## config.mk

```make
export PLATFORM = sky130hd
export DESIGN_NAME = mit_timer
export DESIGN_NICKNAME = d
export VERILOG_FILES = /design/src/inc/mit_pkg.sv /design/src/inc/mit_sync_if.sv /design/src/mit_timer.sv /design/src/mit_contact_sync.sv
export VERILOG_INCLUDE_DIRS = /design/src /design/src/inc
export SDC_FILE = /design/constraint.sdc
export NUM_CORES = 1
export LEC_CHECK = 0
export ABC_AREA = 1
export BUFFER_PORTS_ARGS = -buffer_cell sky130_fd_sc_hd__buf_4
export CAP_MARGIN = 20
export CELL_PAD_IN_SITES_DETAIL_PLACEMENT = 0
export CELL_PAD_IN_SITES_GLOBAL_PLACEMENT = 1
export CORE_ASPECT_RATIO = 1.25
export CORE_UTILIZATION = 40
export CTS_CLUSTER_SIZE = 8
export DETAILED_ROUTE_END_ITERATION = 10
export PLACE_DENSITY_LB_ADDON = 0.1
export SETUP_SLACK_MARGIN = 0.02
export SYNTH_ARGS = -nofsm -noshare
export SYNTH_HDL_FRONTEND = slang
export SYNTH_SLANG_ARGS = --single-unit
```

## constraint.sdc

```tcl
create_clock -name clk -period 3.5 [get_ports clk]
set_input_delay 0.175 -clock clk [delete_from_list [all_inputs] [get_ports clk]]
set_output_delay 0.175 -clock clk [all_outputs]
set_load 0.02 [all_outputs]
```

## src/inc/mit_params.svh

```systemverilog
// Constants for the multifunction interval timer
`ifndef MIT_PARAMS_SVH
`define MIT_PARAMS_SVH
`define MIT_CNT_W        32
`define MIT_FN_W         2
`define MIT_FN_PAUSE     2'h0
`define MIT_FN_PULSE     2'h1
`define MIT_FN_CONTACT   2'h2
`define MIT_FN_SHOT      2'h3
`define MIT_CNT_RST      32'h0000_0000
`define MIT_SYNC_RST     2'h0
`endif

```

## src/inc/mit_pkg.sv

```systemverilog
// Types shared by the multifunction interval timer
package mit_pkg;
	typedef enum logic [1:0]
	{
		MIT_FN_PAUSE_FIRST,
		MIT_FN_PULSE_FIRST,
		MIT_FN_CONTACT_DELAY,
		MIT_FN_POWER_SHOT
	} mit_fn_t;

	typedef enum
	{
		MIT_ST_IDLE,
		MIT_ST_FIRST,
		MIT_ST_SECOND,
		MIT_ST_HOLD_ON,
		MIT_ST_DONE
	} mit_state_t;
endpackage : mit_pkg

```

## src/inc/mit_sync_if.sv

```systemverilog
// Carrier between the contact synchroniser and the sequencer
`timescale 1ns/100ps
`default_nettype none
interface mit_sync_if;
	logic contact_level;
	logic contact_rise;
	logic contact_fall;
	modport src (output contact_level, output contact_rise, output contact_fall);
	modport dst (input contact_level, input contact_rise, input contact_fall);
endinterface : mit_sync_if
`default_nettype wire

```

## src/mit_timer.sv

```systemverilog
// Multifunction interval timer sequencer, functions one to four
`timescale 1ns/100ps
`default_nettype none
`include "mit_params.svh"
// How it works
// - Pause-first flasher: supply on starts first interval with output off, then on.
// - Both flashers alternate first and second intervals while supply stays present.
// - Pulse-first flasher: output on at supply, off after first, on after second.
// - Contact delay: contact closing starts first interval, output on at expiry.
// - Contact delay: contact opening starts second interval, output off at expiry.
// - Contact delay: opening during first interval discards count; next closure restarts.
// - Power shot: first interval, then output on for second interval, once.
// - Power shot: supply loss erases elapsed time; restart from beginning on return.
module mit_timer
	import mit_pkg::*;
(
	input  wire logic                    clk,
	input  wire logic                    rst_n,
	input  wire logic                    supply_present,
	input  wire logic                    contact_in,
	input  wire logic [`MIT_FN_W-1:0]    fn_select,
	input  wire logic [`MIT_CNT_W-1:0]   first_interval,
	input  wire logic [`MIT_CNT_W-1:0]   second_interval,
	output logic                         relay_on
);
	typedef struct packed
	{
		mit_state_t              st;
		logic [`MIT_CNT_W-1:0]   cnt;
		logic                    out;
		mit_fn_t                 fn;
	} mit_core_state_t;

	mit_core_state_t s_q;
	mit_core_state_t s_d;
	mit_sync_if      sync ();

	// Contact goes through two flops before any edge or level is used
	mit_contact_sync u_sync
	(
		.clk        (clk),
		.rst_n      (rst_n),
		.contact_in (contact_in),
		.sync       (sync.src)
	);

	// An interval of n ticks expires on its nth counted cycle; zero acts as one tick
	function automatic logic expired(input logic [`MIT_CNT_W-1:0] cnt, input logic [`MIT_CNT_W-1:0] lim);
		expired = (cnt + `MIT_CNT_W'(1)) >= lim;
	endfunction : expired

	// Sequencer; function is latched at supply-on so a mid-run change waits for a cycle of supply
	always_comb
	begin
		s_d = s_q;
		if (!supply_present)
		begin
			s_d.st  = MIT_ST_IDLE;
			s_d.cnt = `MIT_CNT_RST;
			s_d.out = 1'b0;
			s_d.fn  = mit_fn_t'(fn_select);
		end
		else
		begin
			s_d.cnt = s_q.cnt + `MIT_CNT_W'(1);
			case (s_q.st)
				MIT_ST_IDLE:
				begin
					s_d.cnt = `MIT_CNT_RST;
					case (s_q.fn)
						MIT_FN_PAUSE_FIRST:
						begin
							s_d.st  = MIT_ST_FIRST;
							s_d.out = 1'b0;
						end
						MIT_FN_PULSE_FIRST:
						begin
							s_d.st  = MIT_ST_FIRST;
							s_d.out = 1'b1;
						end
						MIT_FN_POWER_SHOT:
						begin
							s_d.st  = MIT_ST_FIRST;
							s_d.out = 1'b0;
						end
						MIT_FN_CONTACT_DELAY:
						begin
							// Level, not edge, so a contact already closed at power-up still counts
							if (sync.contact_level)
								s_d.st = MIT_ST_FIRST;
							s_d.out = 1'b0;
						end
						default:
							s_d.st = MIT_ST_IDLE;
					endcase
				end
				MIT_ST_FIRST:
				begin
					if (s_q.fn == MIT_FN_CONTACT_DELAY && !sync.contact_level)
					begin
						s_d.st  = MIT_ST_IDLE;
						s_d.cnt = `MIT_CNT_RST;
					end
					else if (expired(s_q.cnt, first_interval))
					begin
						s_d.cnt = `MIT_CNT_RST;
						case (s_q.fn)
							MIT_FN_PULSE_FIRST:
							begin
								s_d.st  = MIT_ST_SECOND;
								s_d.out = 1'b0;
							end
							MIT_FN_CONTACT_DELAY:
							begin
								s_d.st  = MIT_ST_HOLD_ON;
								s_d.out = 1'b1;
							end
							default:
							begin
								s_d.st  = MIT_ST_SECOND;
								s_d.out = 1'b1;
							end
						endcase
					end
				end
				MIT_ST_HOLD_ON:
				begin
					s_d.cnt = `MIT_CNT_RST;
					if (!sync.contact_level)
						s_d.st = MIT_ST_SECOND;
				end
				MIT_ST_SECOND:
				begin
					// A re-closure during the off delay is ignored; the output still drops at expiry
					if (expired(s_q.cnt, second_interval))
					begin
						s_d.cnt = `MIT_CNT_RST;
						case (s_q.fn)
							MIT_FN_PAUSE_FIRST:
							begin
								s_d.st  = MIT_ST_FIRST;
								s_d.out = 1'b0;
							end
							MIT_FN_PULSE_FIRST:
							begin
								s_d.st  = MIT_ST_FIRST;
								s_d.out = 1'b1;
							end
							MIT_FN_CONTACT_DELAY:
							begin
								s_d.st  = MIT_ST_IDLE;
								s_d.out = 1'b0;
							end
							default:
							begin
								s_d.st  = MIT_ST_DONE;
								s_d.out = 1'b0;
							end
						endcase
					end
				end
				MIT_ST_DONE:
				begin
					s_d.cnt = `MIT_CNT_RST;
					s_d.out = 1'b0;
				end
				default:
				begin
					s_d.st  = MIT_ST_IDLE;
					s_d.cnt = `MIT_CNT_RST;
					s_d.out = 1'b0;
				end
			endcase
		end
	end

	// Synchronous reset to the idle, relay-off state
	always_ff @(posedge clk)
	begin
		if (!rst_n)
		begin
			s_q.st  <= MIT_ST_IDLE;
			s_q.cnt <= `MIT_CNT_RST;
			s_q.out <= 1'b0;
			s_q.fn  <= MIT_FN_PAUSE_FIRST;
		end
		else
			s_q <= s_d;
	end

	assign relay_on = s_q.out;
endmodule : mit_timer
`default_nettype wire

```

## src/mit_contact_sync.sv

```systemverilog
// Two-stage synchroniser and edge detector for the control contact
`timescale 1ns/100ps
`default_nettype none
`include "mit_params.svh"
module mit_contact_sync
	import mit_pkg::*;
(
	input  wire logic  clk,
	input  wire logic  rst_n,
	input  wire logic  contact_in,
	mit_sync_if.src    sync
);
	typedef struct packed
	{
		logic [1:0] meta;
		logic       last;
	} mit_sync_state_t;

	mit_sync_state_t s_q;
	mit_sync_state_t s_d;

	// Only meta[1] is looked at by the edge logic; meta[0] feeds meta[1] alone
	always_comb
	begin
		s_d      = s_q;
		s_d.meta = {s_q.meta[0], contact_in};
		s_d.last = s_q.meta[1];
	end

	// Synchronous reset, cleared stages read as an open contact
	always_ff @(posedge clk)
	begin
		if (!rst_n)
		begin
			s_q.meta <= `MIT_SYNC_RST;
			s_q.last <= 1'b0;
		end
		else
			s_q <= s_d;
	end

	assign sync.contact_level = s_q.meta[1];
	assign sync.contact_rise  = s_q.meta[1] & ~s_q.last;
	assign sync.contact_fall  = ~s_q.meta[1] & s_q.last;
endmodule : mit_contact_sync
`default_nettype wire

```

; ---- Word level (Yosys, flattened, before mapping)
; Cells that the tools add are included.
[op_classes]
reduce_logical = 10
bitwise_logic = 2
order_cmp = 2
n_mux = 15
eq_ne = 13
add_sub_neg = 1
[op_table]
columns = op, count
row1 = one-hot mux 32 bit (5 select lines), 1
row2 = 2-to-1 mux 65 bit, 2
row3 = one-hot mux 32 bit (2 select lines), 2
row4 = equality test 32 x 2 -> 1 bit (second input constant), 2
row5 = greater-or-equal comparator 32 bit, 2
row6 = 2-to-1 mux 32 bit, 2
row7 = 2-to-1 mux 64 bit, 1
row8 = adder 32 x 1 -> 32 bit (second input constant), 1
row9 = equality test 32 x 1 -> 1 bit (second input constant), 1
row10 = equality test 32 x 3 -> 1 bit (second input constant), 1
row11 = zero test 32 bit, 1
row12 = != test 2 bit (second input constant), 4
row13 = one-hot mux 3 bit (2 select lines), 1
row14 = OR reduction 3 bit, 2
row15 = AND reduction 5 bit, 1
row16 = equality test 2 bit (second input constant), 2
row17 = 2-to-1 mux 1 bit, 4
row18 = one-hot mux 1 bit (4 select lines), 1
row19 = AND reduction 4 bit, 1
row20 = != test 3 x 2 -> 1 bit (second input constant), 1
row21 = != test 3 bit (second input constant), 1
row22 = equality test 2 x 1 -> 1 bit (second input constant), 1
row23 = zero test 2 bit, 1
row24 = NOT 1 bit, 2
row25 = other kinds (5), 5
[word_totals]
in_bits = 70
output_inout_bits = 1
register_bits = 69

; ---- Longest topological paths before layout
[depth]
ltp_word = 5
ltp_mapped = 24

; ---- Hierarchy
; From an unflattened synthesis, not the netlist that was laid out.
[hier_totals]
hier_cells = 623
area_unflattened_um2 = 3990.1
[by_module_without_submodules]
columns = mod, n_inst, cells_each, seq_area_each_um2, area_per_inst_um2
row1 = mit_timer, 1, 610, 760.7, 3890.0
row2 = mit_contact_sync, 1, 13, 60.1, 100.1

; ---- Worst setup path before layout
; Ideal clock, no wire load.
[synth_path]
path_kind = flip-flop to flip-flop
start = reg s_q[3] in the netlist's numbering
end = reg s_q[26] in the netlist's numbering
setup_ns = 0.120
path_stages_with_launch = 22
n_path_buf = 1
slack_ns = 0.433
synth_period_minus_slack_ns = 3.067
arrival_ns = 2.947
path_cell_list = dfxtp_1 > ha_1 > nand2_2 > nor3_2 > nand2_1 > nor2_1 > nand3_1 > nor2_1 > nand2_1 > xor2_1 > inv_1 > ha_1 > nand2_1 > nor2_1 > nand4_1 > nor2_1 > nand4_1 > nand4_1 > nand2_1 > nand2_1 > buf_2 > nor2_1
[synth_via]
elab_chain_len = 5
word_cells_on_any_way = 7
cone_classes = add/sub (1) / order compare (2) / mux (4)
[synth_lines]
columns = item, line
row1 = start: declaration, mit_timer.sv:34  ; mit_core_state_t s_q;
row2 = adder 32 x 1 -> 32 bit *, "mit_timer.sv:49, mit_timer.sv:65"
row3 = greater-or-equal comparator 32 bit, mit_timer.sv:49  ; expired = (cnt + `MIT_CNT_W'(1)) >= lim;
row4 = 2-to-1 mux 65 bit, mit_timer.sv:104  ; else if (expired(s_q.cnt, first_interval))
row5 = 2-to-1 mux 64 bit, mit_timer.sv:99  ; if (s_q.fn == MIT_FN_CONTACT_DELAY && !sync.contact_level)
row6 = one-hot mux 32 bit (2 select lines) *, mit_timer.sv:66  ; case (s_q.st)
; Every way passes the cells marked *; elsewhere a longest branch is shown, timed or not. The select of a mux whose other input is x is not followed.
; A chain may end at the register's enable or synchronous reset.

; ---- Final worst setup path
[layout_path]
start = reg s_q[3] in the netlist's numbering
end = reg s_q[9] in the netlist's numbering
; The elaborated chain is that of the path after synthesis.

==> impl_results.md <==
- Htree depth: 2
- P&R area growth vs syn: 31.51%
- Tightest Pin Transition: 0.4738 ns
- Fin worst setup slack: 0.1644 ns
- Yosys top cell by area: ha_1
- Clock Latency Late Sink: 0.29 ns
- Initial DRC Count: 97
- Setup Skew: 0.006037 ns
- Die H: 112.2 µm
- DRT Pass-1 Iters: 4
- Setup CP Type: register to register
- Fmax: 299.8 MHz
- Synth top cells by count: nand2_1 (146), inv_1 (145), nor2_1 (79), ha_1 (65), dfxtp_1 (40)
- Most common cell in the netlist: nand2_1
- Vias post-DR: 3,862
- Share of cells above drive strength 1: 0.2210
- Mapped Nets: 747
- Synth async-reset ratio: 0
- Crit end category: register
- Total core area: 9271 µm²
- Syn Inst Count: 612
- Largest net degree at the start of global routing: 33
- Final ANT Viol Nets: 0
- GR Overflow Total: 0
- DP Cell Count: roughly 810
- Synth area leaders: ha_1 (21%), dfxtp_1 (21%), nand2_1 (14%)
- Setup slack at placement: 0.08010 ns
- Mapped Area: 3884 µm²
- Status: complete, no violations
- Site Rows: 39
- Max Cap Violations: 0
- Rel. slew slack: 0.6817
- CTS Buf Count: 5
- DR WL/cell: 11.50 µm
- IO Pins: just over 70
- RSZ-0062 raised after global routing: true
- Die area: 10,110 µm²
- Clock period minus worst slack: 3.336 ns
- Clock Sinks: 40
- Number of distinct library cells after synthesis: 31
- ANT cells: 0
- Max Slew Vio Count: 0
- Total power draw: 1.158 mW
- CTS tree: yes
- Critical path arrival: ~3.5 ns
- Period utilization: 0.9530
- Final #Nets: 840
- Die width: ~90 µm
- Clk slew on worst S/H paths: approximately 0.060 ns
- Final cell count without fillers: 829
- Share of the synthesized area in the top cell type: 0.2094
- Leakage power: 3.015 nW
- Register area share after synthesis: 0.2062
- Longest Clk Path Bufs: 2
- Critical path launch point type: register
- First-pass GRT wire length: 15,910 µm
- Cell Pwr Density: 226.7 nW/µm²
- Worst Path Required: roughly 3.7 ns
- Initial antenna violation count: 0
- Vias per cell: 4.659
- YS warnings: 0
- Primary FF master, synth: dfxtp_1
- Post-Route WL: between 9000 and 10,000 µm
- Vias in the first global route: 3,860
- Max VDD drop: 0.1720 mV
- Final setup violation count: 0
- Hold crit path type: primary input to register
- DPL Wire Length: 7836 µm
- IO buf count: 70
- Post-synth EDFFs: 0
- Fin. Hold Viols: 0
- GPL Wtd Cong: 0.8333
- Final Util: 0.5509
- #FFs+latches synth: 40
- GRT Util Overall: 0.1915
- Syn Area/Cell: 6.346 µm²
- DRC: 0
- Clock Tree Root: clkbuf_16
- Crit path max fanout: 8
- Initial Util: 0.4189
through the flow:
stage	instance area, µm²	hold WS (ns)	setup TNS (ns)
4_1_cts	4807	0.06374	0
3_3_place_gp	4643	0.3585	0
3_5_place_dp	4643	0.3617	0
6_report	5107	0.06662	0
2_1_floorplan	3884	0.2644	0
5_1_grt	5107	0.07406	-2.952
metal layers:
layer | routed length (µm) | share of wire | track usage
met1 | 4224 | 0.44 | 0.2183
met2 | 4859 | 0.51 | 0.3639
met3 | 236 | 0.025 | 0.02033
met4 | 217 | 0.023 | 0.07204
met5 | 0 | 0 | 0
power by group:
part	internal, mW	switching [mW]	total, mW	leakage (nW)
clock network	0.335	0.186	0.521	0.0808
registers	0.460	0.00419	0.464	0.326
logic	0.0909	0.0815	0.172	2.61
cell type report:
cell class | count | area, µm²
multi-input cells | 423 | 2714
clock inverters | 2 | 35.03
flip-flops and latches | 40 | 808.3
clock buffers | 6 | 128.9
well taps | 123 | 153.9
repair buffers | 89 | 719.4
fillers | 946 | 4164
inverters | 146 | 548.0
critical path, cell delays in order (launching register included):
cell and delay (ns):
dfxtp_4 0.37, ha_4 0.15, nand2_4 0.07, nor2_4 0.15, nand2_4 0.08, nor3_4 0.19, nand3_2 0.12, nor4_4 0.30
xor2_1 0.21, inv_1 0.09, ha_1 0.29, nand2_2 0.07, nor2_4 0.11, nand4_1 0.13, nor2_2 0.18, nand4_1 0.13
nand4_1 0.17, nand2_2 0.09, nand2_4 0.12, clkbuf_16 0.18, nor3_1 0.05
layout by cell type, fill, tap and decap left out, types with 5 or more instances in the layout:
cell type / netlist / routed
nand2_1: 146 / 140
buf_4: 0 / 85
nor2_2: 2 / 10
nor4_1: 6 / 5
o21ai_0: 8 / 7
clkbuf_16: 0 / 7
dfxtp_1: 40 / 36
a21oi_1: 29 / 25
inv_1: 145 / 145
xor2_1: 17 / 15
or2_2: 5 / 5
nand3_1: 16 / 13
nand2_2: 4 / 7
nor2_4: 3 / 9
nor3_1: 11 / 10
nor2_1: 79 / 65
ha_1: 65 / 64
nand4_1: 11 / 11
state kept, by name, summed over array words and instances, names as in the netlist:
name and count:
u_sync.s_d 1, s_q 37, relay_on 1, u_sync.sync.contact_level 1
timing repair:
item	in CTS	in global routing
gates resized for setup	0	54
setup buffers	0	5
endpoints found under the setup margin	0	36
hold buffers	0	0
logic make-up after synthesis:
family | synth area share
AND/OR/NAND/NOR | 0.3238
buffers and inverters | 0.1450
adder cells (fa/ha/maj) | 0.2094
AO/OA/AOI/OAI | 0.07055
flip-flops | 0.2062
XOR/XNOR | 0.04510
final timing paths:
check	startpoint	endpoint	slack, ns	cells after the start
setup / recovery	s_q[3]$_SDFF_PN0_	s_q[9]$_SDFF_PN0_	0.16	20
hold / removal	contact_in	u_sync.s_d[2]$_SDFF_PN0_	0.07	3
setup reg to reg	s_q[3]$_SDFF_PN0_	s_q[9]$_SDFF_PN0_	0.16	20
hold reg to reg	u_sync.s_d[2]$_SDFF_PN0_	u_sync.sync.contact_level$_SDFF_PN0_	0.41	2
Note: power is estimated with default switching activity, not from simulation.
